`config.mk`:
```
export PLATFORM = sky130hd
export DESIGN_NAME = asm_status_monitor
export DESIGN_NICKNAME = d
export VERILOG_FILES = /design/src/design/asm_pkg.sv /design/src/design/asm_event_latch.sv /design/src/design/asm_status_monitor.sv
export SDC_FILE = /design/constraint.sdc
export NUM_CORES = 1
export LEC_CHECK = 0
export CAP_MARGIN = 5
export CORE_MARGIN = 5
export CORE_UTILIZATION = 63
export CTS_CLUSTER_DIAMETER = 200
export CTS_CLUSTER_SIZE = 20
export DETAILED_ROUTE_END_ITERATION = 10
export DONT_BUFFER_PORTS = 1
export PLACE_DENSITY = 0.9
export SLEW_MARGIN = 20
export SYNTH_ARGS = -nofsm -noshare
export SYNTH_HDL_FRONTEND = slang
export SYNTH_SLANG_ARGS = --single-unit
```
`constraint.sdc`:
```
create_clock -name clk -period 2.7 [get_ports clk]
set_input_delay 0.405 -clock clk [delete_from_list [all_inputs] [get_ports clk]]
set_output_delay 0.405 -clock clk [all_outputs]
set_load 0.02 [all_outputs]
```
`src/design/asm_pkg.sv`:
```
// Constants for the amplifier status and monitor register bank
// Summary of operation
// RQ1 - Master clock halt latches bit 4 of clock fault status; cleared by read.
// RQ2 - Bit 2 reads 1 while frame and bit clocks are both absent.
// RQ3 - Bit 1 reads 1 while clock resynchronization is in progress.
// RQ4 - Clock error latches bit 0 of clock fault status; cleared by read.
// RQ5 - Bits 7..5 and 3 of clock fault status are plain storage, reset zero.
// RQ6 - Mute monitor bit 1 shows left analog mute: 0 muted, 1 unmuted.
// RQ7 - Mute monitor bit 0 shows right analog mute: 0 muted, 1 unmuted.
// RQ8 - Pin level bit 5 shows general-purpose pin 2 level.
// RQ9 - Pin level bit 4 shows external mute pin level.
// RQ10 - Pin level bit 3 shows pin 0 level; bits 2..0 read-only, no function.
// RQ11 - Auto-mute flags bit 4 reads 1 while left channel is auto-muted.
// RQ12 - Auto-mute flags bit 0 reads 1 while right channel is auto-muted.
// RQ13 - Page 1 offset 0x01 bit 0 selects amplitude type, reset 0.
// RQ14 - Host disables clock auto-set when common-mode mode runs with the PLL.
// RQ15 - An event coinciding with the clearing read keeps its flag set.
package asm_pkg;
  // ****************************************
  // Register map
  // ****************************************
  localparam logic [7:0] ASM_PAGE0 = 8'h00;
  localparam logic [7:0] ASM_PAGE1 = 8'h01;
  localparam logic [6:0] ASM_OFF_CLK_FAULT = 7'h5F;
  localparam logic [6:0] ASM_OFF_MUTE_MON = 7'h6C;
  localparam logic [6:0] ASM_OFF_PIN_LEVEL = 7'h77;
  localparam logic [6:0] ASM_OFF_AUTO_MUTE = 7'h78;
  localparam logic [6:0] ASM_OFF_AMP_SEL = 7'h01;
  localparam logic [6:0] ASM_OFF_PAGE_SEL = 7'h00;
  // ****************************************
  // Field positions and masks
  // ****************************************
  localparam int ASM_BIT_HALT = 4;
  localparam int ASM_BIT_MISSING = 2;
  localparam int ASM_BIT_RESYNC = 1;
  localparam int ASM_BIT_CLKERR = 0;
  localparam logic [7:0] ASM_CLK_FAULT_RW_MASK = 8'hE8;
  localparam logic [7:0] ASM_MUTE_MON_RW_MASK = 8'hFC;
  localparam logic [7:0] ASM_PIN_LEVEL_RW_MASK = 8'hC0;
  localparam logic [7:0] ASM_AUTO_MUTE_RW_MASK = 8'hEE;
  localparam logic [7:0] ASM_AMP_SEL_RW_MASK = 8'hFF;
  localparam int ASM_BIT_LEFT_MUTE = 1;
  localparam int ASM_BIT_RIGHT_MUTE = 0;
  localparam int ASM_BIT_GP2 = 5;
  localparam int ASM_BIT_MUTE_PIN = 4;
  localparam int ASM_BIT_GP0 = 3;
  localparam int ASM_BIT_LEFT_AUTO = 4;
  localparam int ASM_BIT_RIGHT_AUTO = 0;
  localparam int ASM_BIT_AMP_TYPE = 0;
  localparam logic [7:0] ASM_RESET_VAL = 8'h00;
  localparam logic [7:0] ASM_ZERO = 8'h00;
endpackage : asm_pkg

```
`src/design/asm_event_latch.sv`:
```
// Sticky event flag cleared by a read, where a new event wins over the clear
`timescale 1ns/1ns
module asm_event_latch
(
  // Clock and reset
  input wire logic clk,
  input wire logic rst_n,
  input wire logic clkEn,
  // Event and clear
  input wire logic eventIn,
  input wire logic clearReq,
  // Flag
  output logic flagOut
);
  // Set has priority so an event in the clearing cycle survives
  always_ff @(posedge clk or negedge rst_n)
  begin
    if (!rst_n)
      flagOut <= 1'b0;
    else if (clkEn)
    begin
      if (eventIn)
        flagOut <= 1'b1; // RQ15
      else if (clearReq)
        flagOut <= 1'b0;
    end
  end

  // ****************************************
  // Checks
  // ****************************************
  event_kept_a: assert property (@(posedge clk) disable iff (!rst_n) // RQ15
    clkEn && eventIn |=> flagOut)
    else $error("event flag not set after event");
  read_clear_a: assert property (@(posedge clk) disable iff (!rst_n) // RQ1 RQ4
    clkEn && clearReq && !eventIn |=> !flagOut)
    else $error("event flag not cleared by read");
endmodule : asm_event_latch

```
`src/design/asm_status_monitor.sv`:
```
// Status and monitor register bank of the amplifier control port
`timescale 1ns/1ns
module asm_status_monitor
  import asm_pkg::*;
(
  // Clock, reset and enable
  input wire logic clk,
  input wire logic rst_n,
  input wire logic clkEn,
  // Register access from the control port
  input wire logic regWrite,
  input wire logic regRead,
  input wire logic [6:0] regAddr,
  input wire logic [7:0] regWdata,
  // Clock detector status
  input wire logic mclkHaltEvent,
  input wire logic frameClkPresent,
  input wire logic bitClkPresent,
  input wire logic clockResyncActive,
  input wire logic clockErrorEvent,
  // Mute engine and pins
  input wire logic leftAnalogUnmuted,
  input wire logic rightAnalogUnmuted,
  input wire logic gpPin2Level,
  input wire logic mutePinLevel,
  input wire logic gpPin0Level,
  input wire logic leftAutoMuteFlag,
  input wire logic rightAutoMuteFlag,
  // Read data and controls
  output logic [7:0] regRdata,
  output logic regRvalid,
  output logic outputAmplitudeType,
  output logic [7:0] pageSelect
);
  // ****************************************
  // Storage
  // ****************************************
  logic [7:0] clkFaultRw_reg;
  logic [7:0] muteMonRw_reg;
  logic [7:0] pinLevelRw_reg;
  logic [7:0] autoMuteRw_reg;
  logic [7:0] ampSel_reg;
  logic latchedMclkHalt;
  logic latchedClockError;
  logic serialClocksMissing_reg;
  logic clockResyncActive_reg;
  logic [7:0] statusLive_reg;
  logic [7:0] autoLive_reg;
  logic onPage0;
  logic onPage1;
  logic readFault;
  logic [7:0] readData_next;

  assign onPage0 = (pageSelect == ASM_PAGE0);
  assign onPage1 = (pageSelect == ASM_PAGE1);
  // Reading the fault register clears both latched flags
  assign readFault = regRead && onPage0 && (regAddr == ASM_OFF_CLK_FAULT);

  // ****************************************
  // Latched events
  // ****************************************
  asm_event_latch haltLatch
  (
    .clk(clk),
    .rst_n(rst_n),
    .clkEn(clkEn),
    .eventIn(mclkHaltEvent), // RQ1
    .clearReq(readFault),
    .flagOut(latchedMclkHalt)
  );

  asm_event_latch errorLatch
  (
    .clk(clk),
    .rst_n(rst_n),
    .clkEn(clkEn),
    .eventIn(clockErrorEvent), // RQ4
    .clearReq(readFault),
    .flagOut(latchedClockError)
  );

  // Live clock levels registered so the read word is flop based
  always_ff @(posedge clk or negedge rst_n)
  begin
    if (!rst_n)
    begin
      serialClocksMissing_reg <= 1'b0;
      clockResyncActive_reg <= 1'b0;
    end
    else if (clkEn)
    begin
      serialClocksMissing_reg <= !frameClkPresent && !bitClkPresent; // RQ2
      clockResyncActive_reg <= clockResyncActive; // RQ3
    end
  end

  // Live monitor word: mute state, pins and auto-mute flags
  always_ff @(posedge clk or negedge rst_n)
  begin
    if (!rst_n)
    begin
      statusLive_reg <= ASM_RESET_VAL;
      autoLive_reg <= ASM_RESET_VAL;
    end
    else if (clkEn)
    begin
      statusLive_reg <= ASM_ZERO;
      autoLive_reg <= ASM_ZERO;
      statusLive_reg[ASM_BIT_LEFT_MUTE] <= leftAnalogUnmuted; // RQ6
      statusLive_reg[ASM_BIT_RIGHT_MUTE] <= rightAnalogUnmuted; // RQ7
      statusLive_reg[ASM_BIT_GP2] <= gpPin2Level; // RQ8
      statusLive_reg[ASM_BIT_MUTE_PIN] <= mutePinLevel; // RQ9
      statusLive_reg[ASM_BIT_GP0] <= gpPin0Level; // RQ10
      autoLive_reg[ASM_BIT_LEFT_AUTO] <= leftAutoMuteFlag; // RQ11
      autoLive_reg[ASM_BIT_RIGHT_AUTO] <= rightAutoMuteFlag; // RQ12
    end
  end

  // ****************************************
  // Writable storage
  // ****************************************
  // Only bits marked writable take host data; status bits stay hardware owned
  always_ff @(posedge clk or negedge rst_n)
  begin
    if (!rst_n)
    begin
      clkFaultRw_reg <= ASM_RESET_VAL;
      muteMonRw_reg <= ASM_RESET_VAL;
      pinLevelRw_reg <= ASM_RESET_VAL;
      autoMuteRw_reg <= ASM_RESET_VAL;
      ampSel_reg <= ASM_RESET_VAL;
      pageSelect <= ASM_PAGE0;
    end
    else if (clkEn && regWrite)
    begin
      if (regAddr == ASM_OFF_PAGE_SEL)
        pageSelect <= regWdata;
      else if (onPage0)
      begin
        unique case (regAddr)
          ASM_OFF_CLK_FAULT: clkFaultRw_reg <= regWdata & ASM_CLK_FAULT_RW_MASK; // RQ5
          ASM_OFF_MUTE_MON: muteMonRw_reg <= regWdata & ASM_MUTE_MON_RW_MASK;
          ASM_OFF_PIN_LEVEL: pinLevelRw_reg <= regWdata & ASM_PIN_LEVEL_RW_MASK;
          ASM_OFF_AUTO_MUTE: autoMuteRw_reg <= regWdata & ASM_AUTO_MUTE_RW_MASK;
          default: ;
        endcase
      end
      else if (onPage1 && regAddr == ASM_OFF_AMP_SEL)
        ampSel_reg <= regWdata & ASM_AMP_SEL_RW_MASK; // RQ13
    end
  end

  // ****************************************
  // Read path
  // ****************************************
  // Read word assembly; unmapped addresses read zero
  always_comb
  begin
    readData_next = ASM_ZERO;
    if (regAddr == ASM_OFF_PAGE_SEL)
      readData_next = pageSelect;
    else if (onPage0)
    begin
      unique case (regAddr)
        ASM_OFF_CLK_FAULT:
        begin
          readData_next = clkFaultRw_reg;
          readData_next[ASM_BIT_HALT] = latchedMclkHalt; // RQ1
          readData_next[ASM_BIT_MISSING] = serialClocksMissing_reg; // RQ2
          readData_next[ASM_BIT_RESYNC] = clockResyncActive_reg; // RQ3
          readData_next[ASM_BIT_CLKERR] = latchedClockError; // RQ4
        end
        ASM_OFF_MUTE_MON:
        begin
          readData_next = muteMonRw_reg;
          readData_next[ASM_BIT_LEFT_MUTE] = statusLive_reg[ASM_BIT_LEFT_MUTE]; // RQ6
          readData_next[ASM_BIT_RIGHT_MUTE] = statusLive_reg[ASM_BIT_RIGHT_MUTE]; // RQ7
        end
        ASM_OFF_PIN_LEVEL:
        begin
          readData_next = pinLevelRw_reg;
          readData_next[ASM_BIT_GP2] = statusLive_reg[ASM_BIT_GP2]; // RQ8
          readData_next[ASM_BIT_MUTE_PIN] = statusLive_reg[ASM_BIT_MUTE_PIN]; // RQ9
          readData_next[ASM_BIT_GP0] = statusLive_reg[ASM_BIT_GP0]; // RQ10
        end
        ASM_OFF_AUTO_MUTE:
        begin
          readData_next = autoMuteRw_reg;
          readData_next[ASM_BIT_LEFT_AUTO] = autoLive_reg[ASM_BIT_LEFT_AUTO]; // RQ11
          readData_next[ASM_BIT_RIGHT_AUTO] = autoLive_reg[ASM_BIT_RIGHT_AUTO]; // RQ12
        end
        default: readData_next = ASM_ZERO;
      endcase
    end
    else if (onPage1 && regAddr == ASM_OFF_AMP_SEL)
      readData_next = ampSel_reg; // RQ13
  end

  // Read data captured one cycle after the read request
  always_ff @(posedge clk or negedge rst_n)
  begin
    if (!rst_n)
    begin
      regRdata <= ASM_ZERO;
      regRvalid <= 1'b0;
    end
    else if (clkEn)
    begin
      regRvalid <= regRead;
      if (regRead)
        regRdata <= readData_next;
    end
  end

  // Amplitude type drives the analog front end; host owns the auto-set hazard
  always_ff @(posedge clk or negedge rst_n)
  begin
    if (!rst_n)
      outputAmplitudeType <= 1'b0;
    else if (clkEn)
      outputAmplitudeType <= ampSel_reg[ASM_BIT_AMP_TYPE]; // RQ13 RQ14
  end

  // ****************************************
  // Checks
  // ****************************************
  halt_read_a: assert property (@(posedge clk) disable iff (!rst_n) // RQ1
    clkEn && mclkHaltEvent ##1 clkEn && readFault |=> regRdata[ASM_BIT_HALT])
    else $error("halt flag missing on read");
  clocks_missing_a: assert property (@(posedge clk) disable iff (!rst_n) // RQ2
    clkEn && !frameClkPresent && !bitClkPresent ##1 clkEn && readFault
    |=> regRdata[ASM_BIT_MISSING])
    else $error("clocks missing not reported");
  resync_read_a: assert property (@(posedge clk) disable iff (!rst_n) // RQ3
    clkEn && readFault |=> regRdata[ASM_BIT_RESYNC] == $past(clockResyncActive_reg))
    else $error("resync bit wrong on read");
  error_clear_a: assert property (@(posedge clk) disable iff (!rst_n) // RQ4
    clkEn && readFault && !clockErrorEvent ##1 clkEn && readFault && !clockErrorEvent
    |=> !regRdata[ASM_BIT_CLKERR])
    else $error("clock error not cleared by read");
  reserved_rw_a: assert property (@(posedge clk) disable iff (!rst_n) // RQ5
    clkEn && regWrite && onPage0 && regAddr == ASM_OFF_CLK_FAULT
    |=> clkFaultRw_reg == ($past(regWdata) & ASM_CLK_FAULT_RW_MASK))
    else $error("reserved storage not written");
  left_mute_a: assert property (@(posedge clk) disable iff (!rst_n) // RQ6
    clkEn ##1 clkEn && regRead && onPage0 && regAddr == ASM_OFF_MUTE_MON
    |=> regRdata[ASM_BIT_LEFT_MUTE] == $past(leftAnalogUnmuted, 2))
    else $error("left mute monitor wrong");
  right_mute_a: assert property (@(posedge clk) disable iff (!rst_n) // RQ7
    clkEn ##1 clkEn && regRead && onPage0 && regAddr == ASM_OFF_MUTE_MON
    |=> regRdata[ASM_BIT_RIGHT_MUTE] == $past(rightAnalogUnmuted, 2))
    else $error("right mute monitor wrong");
  pin_levels_a: assert property (@(posedge clk) disable iff (!rst_n) // RQ8 RQ9 RQ10
    clkEn ##1 clkEn && regRead && onPage0 && regAddr == ASM_OFF_PIN_LEVEL
    |=> regRdata[5:3] == {$past(gpPin2Level, 2), $past(mutePinLevel, 2),
    $past(gpPin0Level, 2)} && regRdata[2:0] == 3'h0)
    else $error("pin levels wrong");
  auto_mute_a: assert property (@(posedge clk) disable iff (!rst_n) // RQ11 RQ12
    clkEn ##1 clkEn && regRead && onPage0 && regAddr == ASM_OFF_AUTO_MUTE
    |=> regRdata[ASM_BIT_LEFT_AUTO] == $past(leftAutoMuteFlag, 2)
    && regRdata[ASM_BIT_RIGHT_AUTO] == $past(rightAutoMuteFlag, 2))
    else $error("auto mute flags wrong");
  amp_type_a: assert property (@(posedge clk) disable iff (!rst_n) // RQ13
    clkEn && regWrite && onPage1 && regAddr == ASM_OFF_AMP_SEL ##1 clkEn
    |=> outputAmplitudeType == $past(regWdata[ASM_BIT_AMP_TYPE], 2))
    else $error("amplitude type not applied");

  // ****************************************
  // Flag, page and port invariants
  // ****************************************
  // A latched flag only drops on a clearing read, so no event arriving with the enable high goes unseen
  halt_hold_a: assert property (@(posedge clk) disable iff (!rst_n) // RQ1
    clkEn && latchedMclkHalt && !readFault |=> latchedMclkHalt)
    else $error("halt flag dropped without a read");
  error_hold_a: assert property (@(posedge clk) disable iff (!rst_n) // RQ4
    clkEn && latchedClockError && !readFault |=> latchedClockError)
    else $error("clock error flag dropped without a read");
  halt_kept_a: assert property (@(posedge clk) disable iff (!rst_n) // RQ15
    clkEn && readFault && mclkHaltEvent |=> latchedMclkHalt)
    else $error("halt lost in clearing read");
  error_kept_a: assert property (@(posedge clk) disable iff (!rst_n) // RQ15
    clkEn && readFault && clockErrorEvent |=> latchedClockError)
    else $error("clock error lost in clearing read");
  // Either serial clock alone is enough to call the clocks present
  clocks_present_a: assert property (@(posedge clk) disable iff (!rst_n) // RQ2
    clkEn && (frameClkPresent || bitClkPresent) |=> !serialClocksMissing_reg)
    else $error("clocks missing while one is present");
  resync_follow_a: assert property (@(posedge clk) disable iff (!rst_n) // RQ3
    clkEn |=> clockResyncActive_reg == $past(clockResyncActive))
    else $error("resync level not followed");
  page_write_a: assert property (@(posedge clk) disable iff (!rst_n) // RQ13
    clkEn && regWrite && regAddr == ASM_OFF_PAGE_SEL |=> pageSelect == $past(regWdata))
    else $error("page select not written");
  amp_page0_a: assert property (@(posedge clk) disable iff (!rst_n) // RQ13
    clkEn && regWrite && onPage0 |=> ampSel_reg == $past(ampSel_reg))
    else $error("page 0 write reached the amplitude select");
  // Every read made with the enable high is answered exactly one cycle later
  read_answer_a: assert property (@(posedge clk) disable iff (!rst_n) // RQ1 RQ4
    clkEn && regRead |=> regRvalid)
    else $error("read not answered");
  // A low enable freezes everything the host can see
  freeze_hold_a: assert property (@(posedge clk) disable iff (!rst_n) // RQ13
    !clkEn |=> $stable(regRdata) && $stable(outputAmplitudeType) && $stable(pageSelect))
    else $error("outputs moved while frozen");
endmodule : asm_status_monitor

```
# ---- Word level (Yosys, flattened, before mapping)
# Index checks and enable logic that the tools add are counted.
dict set report word_totals {
  mem_count 0
  ramBits 0
  register_bits 55
  latch_bits 0
  output_inout_bits 18
  rom_bits 0
}
dict set report op_classes {
  n_mux 7
  eq_ne 6
  reduce_logical 20
  shift 0
  n_bitwise 2
  multipliers 0
  magnitude_cmp 0
  n_addsub 0
  n_div 0
}
# cell count
set ops {}
lappend ops {{one-hot mux 8 bit (4 select lines)} 1}
lappend ops {{== test 7 bit (second input constant)} 4}
lappend ops {{two-way mux 8 bit} 3}
lappend ops {{AND reduction 4 bit} 5}
lappend ops {{== test 8 x 1 -> 1 bit (second input constant)} 1}
lappend ops {{zero test 8 bit} 1}
lappend ops {{AND reduction 2 bit} 4}
lappend ops {{== test 7 x 1 -> 1 bit (second input constant)} 1}
lappend ops {{zero test 7 bit} 1}
lappend ops {{logical AND 1 bit} 5}
lappend ops {{nonzero test 2 bit} 2}
lappend ops {{two-way mux 1 bit} 3}
lappend ops {{zero test 1 bit} 2}
lappend ops {{inverter 1 bit} 2}

# ---- Logic depth before layout (Yosys ltp)
# Gate-level depths: netlist of the first run.
dict set report logic_depth {
  ltp_word 5
  depth_mapped 6
  depth_no_buf 4
}

# ---- Cells and area by module
# Synthesis of the first run repeated with hierarchy kept, for this count alone.
dict set report hier_totals {
  cells_unflattened 234
  area_unflattened_um2 2792.7
}
# module seq_area_each_um2 instances cells_each area_each_um2
set by_module_without_submodules {}
lappend by_module_without_submodules {asm_status_monitor 1326.3 1 228 2717.6}
lappend by_module_without_submodules {asm_event_latch 25.0 2 3 37.5}

# ---- Worst setup path before layout of the first run
# No wires, ideal clock.
dict set report synth_timing {
  path_kind {in2reg}
  start {in regAddr[5]}
  end {reg ampSel_reg[0]}
  path_buffers 2
  t_required_ns 2.575
  path_stages 6
  path_slack_ns 0.383
  setup_ns 0.125
  arrival_time_ns 2.192
  path_cell_list {buf_6 > or4_4 > nor4_4 > and3_1 > buf_4 > mux2_2}
}
dict set report synth_between {
  elab_chain_len 3
  elab_cells_between_ends 5
  cone_classes {eq/ne (1); bitwise (1); reduce/logical (3)}
}
# item line
set synth_lines {}
lappend synth_lines {{from (decl)} asm_status_monitor.sv:13} ;# input wire logic [6:0] regAddr,
lappend synth_lines {{== test 7 x 1 -> 1 bit or zero test 7 bit (tied branches)} {asm_status_monitor.sv:148, asm_status_monitor.sv:136}}
lappend synth_lines {{logical AND 1 bit or inverter 1 bit (tied branches)} -}
lappend synth_lines {{AND reduction 4 bit (no line) *} -}
lappend synth_lines {{to (signal assigned)} asm_status_monitor.sv:149} ;# ampSel_reg <= regWdata & ASM_AMP_SEL_RW_MASK;
lappend synth_lines {{to (decl)} asm_status_monitor.sv:42} ;# logic [7:0] ampSel_reg;
# Mark *: on every way between the ends. The rest lies on a longest branch, timed or not.
# A chain may end at the register's enable or synchronous reset.

# ---- Final worst setup path of the first run
dict set report layout_timing {
  start {reg pageSelect[3]}
  end {reg autoMuteRw_reg[1]}
}
dict set report layout_between {
  elab_chain_len 2
}
# item line
set layout_lines {}
lappend layout_lines {{from (decl)} asm_status_monitor.sv:33} ;# output logic [7:0] pageSelect
lappend layout_lines {{from (signal assigned)} asm_status_monitor.sv:137} ;# pageSelect <= regWdata;
lappend layout_lines {{zero test 8 bit} asm_status_monitor.sv:54} ;# assign onPage0 = (pageSelect == ASM_PAGE0);
lappend layout_lines {{AND reduction 4 bit (no line)} -}
lappend layout_lines {{to (signal assigned)} asm_status_monitor.sv:144} ;# ASM_OFF_AUTO_MUTE: autoMuteRw_reg <= regWdata & ASM_AUTO_MUTE_RW_MASK;
lappend layout_lines {{to (decl)} asm_status_monitor.sv:41} ;# logic [7:0] autoMuteRw_reg;
# Every way passes these cells.

==> key figures, run 1 <==
Power and ir drop
  – Flop pwr share: 59.6%
  – Psw: 0.4298 mW
  – P_int: 1.126 mW
  – Fraction of power spent switching nets: 27.63%
  – Worst vdd ir: 394.1 µV
  – LEAKAGE: 1.247 nW
  – Clock Power Share: 30.1%
  – Logic pwr share: 10.3%
  – PD cells: 526.7 nW/µm²

Timing
  – Final hold violation count: 0
  – Relative slew slack: 56.91%
  – Pins Over Slew Limit: 0
  – Final Cycle Share: 95.40%
  – Final setup violation count: 0
  – Min Tclk post-route: 2.576 ns
  – Setup Total Neg Slack: 0 ns
  – RSZ-0062 raised after global routing: false
  – Fmax: 388.2 MHz
  – Clock Skews: 0.006929 ns
  – Tightest Pin Transition: 0.6464 ns

GRT
  – All-Layer GR Usage: 23.71%
  – Largest net degree at the start of global routing: 56
  – First-pass GRT wire length: 11.11 mm
  – Grt met2 use: 38.53%
  – Busiest grt layer: met2
  – GR Overflow Total: 0
  – Vias in the first global route: 2,120
  – Grt met1 use: 30.93%
  – Global-route track usage on met3: 5.674%
  – Initial antenna violation count: 0

Synth
  – Post-synth ARST share: 100.0%
  – EDFF count, synth: 0
  – Cell type with the largest total area after synthesis: dfrtp_1
  – Synthesized cell area: 2783 µm²
  – Post-synth top area share: 49.46%
  – Flops & latches, synth: 55
  – Syn Inst Count: 246
  – Unique cell type count in the Yosys netlist: 39
  – Syn. warnings: 0
  – Post-synth top flop: dfrtp_1
  – Synth area leaders: dfrtp_1, mux2_2, inv_1, a221oi_1, nor3_1
  – Synth cell count leaders: dfrtp_1, mux2_2, inv_1
  – Seq/Total Area, Yosys: 49.46%
  – Most common cell in the synthesized netlist: dfrtp_1
  – Syn Area/Cell: 11.31 µm²
  – Syn_nets: 278

Floorplanning
  – Die Y: 76.46 µm
  – DIE WIDTH: 76.46 µm
  – Placeable core area: 4324 µm²
  – IO Count: 50
  – FP Rows: 24
  – Initial cell density of the core: 64.35%
  – Die area: 5846 µm²

Final layout
  – Post-Layout Cell Count: 300
  – Layout area overhead: 6.115%
  – FF+latch area: 1376 µm²
  – Area of the multi-input gates: 1259 µm²
  – Share of layout cells above drive strength 1: 26.21%
  – FILL cells: 328
  – Final nets: 279
  – N_diodes: 0

Detailed routing
  – Via count: 2,083
  – DR iter-0 viols: 252
  – Initial DRT Pass Iterations: 4
  – Drt drc: 0
  – WL per Instance: 22.32 µm
  – Final WL: 6.695 mm
  – Vias/cell: 6.943
  – ANT nets after route: 0

Clocking
  – Reg clk slew, reported paths: 0.10 ns
  – CTS sink cnt: 55
  – TritonCTS clock tree: done
  – Htree depth: 2
  – Root buffer selected by CTS: clkbuf_8
  – CTS resizes: 0
  – Clock buffer depth: 2
  – Cts bufs inserted: 5
  – Hold_buf cts: 2
  – Clk_lat worst skew: 0.32 ns
  – Post-CTS setup buffer count: 0

Status
  – Status: finished clean

Placed design
  – GP Congestion: 0.8544
  – HPWL after DPL: 4.806 mm
  – DP Cell Count: 290
  – Port buffer count: 0

Critical path
  – CP Launch Type: flop
  – Crit Path Class: reg2reg
  – CP required: 2.90 ns
  – Critical Path Sink Type: flop
  – Worst-path fanout max: 6
  – CP arrival: 2.78 ns

Min path
  – Worst hold path class: in2reg

Job
  – Max-cap viol count: 0
-- path summary, 6_finish.rpt --
path / startpoint / endpoint / slack, ns / cells after the start
max: pageSelect[3] / autoMuteRw_reg[1] / 0.12 / 4
min: clkEn / autoLive_reg[0] / 0.18 / 1
max reg2reg: pageSelect[3] / autoMuteRw_reg[1] / 0.12 / 4
min reg2reg: haltLatch.flagOut / haltLatch.flagOut / 0.51 / 1
max in group asynchronous: rst_n / regRdata[3] / 1.88 / 2
min in group asynchronous: rst_n / regRdata[4] / 0.60 / 2
-- power by group through the flow --
stage,Sequential (mW),Combinational [mW],Clock [mW]
global route,0.933,0.176,0.517
CTS,0.927,0.161,0.478
floorplan,0.935,0.123,0
global placement,0.942,0.131,0
detailed placement,0.944,0.138,0
finish,0.927,0.160,0.468
-- placed cells by master (no fill, tap or decap), types with 2 or more instances in the layout --
cell type / n
or4b_2: 3
inv_1: 21
xnor2_1: 2
a22o_1: 2
o22ai_1: 9
or3_1: 5
nand4b_1: 3
inv_6: 2
o21ai_0: 6
nor4_4: 2
o32ai_1: 7
nand4_1: 3
o31ai_1: 2
mux2_2: 39
or4_1: 2
dfrtp_1: 55
clkbuf_8: 5
buf_4: 6
nor3_1: 13
nor4_1: 9
a221oi_1: 8
nor2_1: 11
nand2b_1: 4
nand2_1: 11
nor4b_4: 2
or4_4: 2
-- layout make-up --
class | count | area share (%)
flip-flops and latches | 55 | 46.61
multi-input cells | 156 | 42.63
repair buffers | 8 | 2.797
inverters | 21 | 2.669
clock buffers | 5 | 2.331
well taps | 52 | 2.203
clock inverters | 3 | 0.7627
-- per-layer routing --
metal	vias to the layer above	share of wire (%)
met3	11	8.7
met2	100	49
met4	0	1.7
li1	919	-
met5	-	0
met1	1053	41
-- critical path, stage by stage (launching register included) --
cell and delay, ns:
dfrtp_1 0.49, or4_4 0.55, or2_0 0.45, nor4b_4 0.57, mux2_2 0.40
-- through the flow --
step / hold slack [ns] / total power [mW] / area (µm²) / utilization (%) / worst slack [ns]
after CTS: 0.1745 / 1.566 / 2953 / 68.29 / 0.1338
final: 0.1805 / 1.555 / 2953 / 68.29 / 0.1242
after global placement: 0.1105 / 1.073 / 2824 / 65.31 / 0.2649
after floorplan: 0.1094 / 1.057 / 2783 / - / 0.3829
after detailed placement: 0.1103 / 1.081 / 2824 / 65.31 / 0.1438
after global routing: 0.1737 / 1.626 / 2953 / 68.29 / 0.06248
-- cells by family after synthesis --
family          synth area share (%)
flops                          49.46
compound gates                 9.892
simple gates                   18.93
mux                            15.78
xor+xnor                      0.6296
buf+inv                        5.306
(Power assumes the default switching activity.)
==> run 2, diff against run 1 <==
- CTS_CLUSTER_SIZE: 20 -> 8
- RECOVER_POWER: not set -> 25
==> run 2 against run 1 <==
Register-to-register slack about the same. Final cell count unchanged. Routed wire length up 0.79%. Sequential power about the same. Highest routed layer unchanged. Die area unchanged. Total power about the same. Critical endpoint unchanged. Worst setup slack worse by 0.0034 ns. Non-clock buffer count unchanged. Hold slack worse by 0.0050 ns. Clock skew up 0.0079 ns.
==> key figures, run 2 (synthesis results as in run 1) <==
Status
  – Status: finished clean

Timing
  – Final setup violation count: 0
  – Relative slew slack: 11.23%
  – Tightest Pin Transition: 1.332 ns
  – Fmax: 387.7 MHz
  – Pins Over Slew Limit: 0
  – Setup Total Neg Slack: 0 ns
  – Final Cycle Share: 95.53%
  – Final hold violation count: 0
  – Clock Skews: 0.01484 ns
  – Min Tclk post-route: 2.579 ns
  – RSZ-0062 raised after global routing: false
  – Worst Setup Slack, final: 0.1208 ns

Critical path
  – CP arrival: 2.78 ns
  – Levels on crit path: 4
  – Worst-path fanout max: 6
  – Crit path from: pageSelect[3]
  – Crit Path Class: reg2reg
  – FF-to-FF End: autoMuteRw_reg[1]
  – Worst Path Buf+Inv: 0
  – CP required: 2.90 ns
  – Top delay family on crit path: simple AND/OR/NAND/NOR gates
  – CP Launch Type: flop
  – Crit path capture: autoMuteRw_reg[1]
  – Slowest cell delay on critical path: 0.57 ns
  – Worst Reg-to-Reg Cells: 4
  – Critical Path Sink Type: flop
  – Crit-path cells: or4_4, or2_0, nor4b_4, mux2_2
  – CP max stage cell: nor4b_4
  – Worst r2r src: pageSelect[3]
  – R2r setup slk: 0.12 ns

Detailed routing
  – Vias/cell: 6.957
  – Drt drc: 0
  – WL per Instance: 22.49 µm
  – Via count: 2,087
  – DR iter-0 viols: 258
  – Initial DRT Pass Iterations: 4
  – Final WL: 6.748 mm
  – ANT nets after route: 0

Min path
  – Worst hold path class: in2reg
  – Hold Crit Depth: 1

GRT
  – GR Overflow Total: 0
  – Vias in the first global route: 2,120
  – All-Layer GR Usage: 23.71%
  – Initial antenna violation count: 0
  – First-pass GRT wire length: 11.11 mm
  – Largest net degree at the start of global routing: 56

Clocking
  – Post-CTS setup buffer count: 0
  – Cts bufs inserted: 5
  – Clk_lat worst skew: 0.32 ns
  – Root buffer selected by CTS: clkbuf_8
  – Clock buffer depth: 2
  – TritonCTS clock tree: done
  – CTS sink cnt: 55
  – Reg clk slew, reported paths: 0.11 ns
  – Htree depth: 2

Floorplanning
  – Die Y: 76.46 µm
  – DIE WIDTH: 76.46 µm
  – IO Count: 50
  – Placeable core area: 4324 µm²
  – Initial cell density of the core: 64.35%
  – FP Rows: 24
  – Die area: 5846 µm²

Power and ir drop
  – P_int: 1.122 mW
  – LEAKAGE: 1.239 nW
  – Flop pwr share: 59.6%
  – PD cells: 531.2 nW/µm²
  – Logic pwr share: 10.1%
  – Clock Power Share: 30.4%
  – Psw: 0.4345 mW
  – Worst vdd ir: 393.5 µV
  – Fraction of power spent switching nets: 27.91%
  – Total power draw: 1.556 mW

Final layout
  – Post-Layout Cell Count: 300
  – Commonest non-fill, non-tap cell in the layout: dfrtp_1
  – Final nets: 279
  – Share of layout cells above drive strength 1: 26.21%
  – Commonest cells after routing, fill and taps aside: dfrtp_1, mux2_2, inv_1
  – N_diodes: 0
  – Layout area overhead: 5.306%

Placed design
  – HPWL after DPL: 4.806 mm
  – Worst slack, placed: 0.1438 ns
  – DP Cell Count: 290
  – Port buffer count: 0
  – GP Congestion: 0.8544

Job
  – Max-cap viol count: 0
==> run 2: per-layer routing <==
| layer | global-route usage, % | share of wire (%) |
|---|---|---|
| met1 | 30.93 | 41 |
| met4 | 8.392 | 1.5 |
| met3 | 5.674 | 8.6 |
| met2 | 38.53 | 49 |
| met5 | 0 | 0 |
==> run 2: worst reg2reg max path, delay by kind of cell, from the launching register on <==
| family | cells | cell delay (ns) |
|---|---|---|
| simple gates | 3 | 1.57 |
| mux | 1 | 0.41 |
| flops | 1 | 0.49 |
==> run 2: power groups by stage <==
| stage | clock [mW] | sequential, mW | combinational, mW |
|---|---|---|---|
| 3_3_place_gp | 0 | 0.942 | 0.131 |
| 6_report | 0.473 | 0.927 | 0.157 |
| 3_5_place_dp | 0 | 0.944 | 0.138 |
| 5_1_grt | 0.517 | 0.933 | 0.172 |
| 4_1_cts | 0.478 | 0.927 | 0.161 |
| 2_1_floorplan | 0 | 0.935 | 0.123 |
==> run 2: worst min path at each step <==
stage               start             endpoint  slack (ns)
global placement    rst_n  outputAmplitudeType        0.11
floorplan           rst_n        ampSel_reg[0]        0.11
finish              clkEn      autoLive_reg[0]        0.18
global route        clkEn            regRvalid        0.17
CTS                 clkEn      autoLive_reg[0]        0.17
detailed placement  rst_n  outputAmplitudeType        0.11
==> run 2: area by class of cell <==
type                    count  area, µm²
repair buffers              8      60.06
well taps                  52      65.06
fillers                   330       1394
flip-flops and latches     55       1376
inverters                  21      78.83
clock buffers               5      68.82
multi-input cells         156       1259
clock inverters             3      22.52
==> run 2: through the flow <==
step / hold WS (ns) / util [%] / area [µm²]
after floorplan: 0.1094 / - / 2783
after global placement: 0.1105 / 65.31 / 2824
after detailed placement: 0.1103 / 65.31 / 2824
after CTS: 0.1745 / 68.29 / 2953
after global routing: 0.1737 / 67.77 / 2930
final: 0.1755 / 67.77 / 2930
==> run 2: what timing repair did <==
item	4_1_cts	5_1_grt
hold endpoints to repair	55	0
resized for setup	0	0
hold buffers	2	0
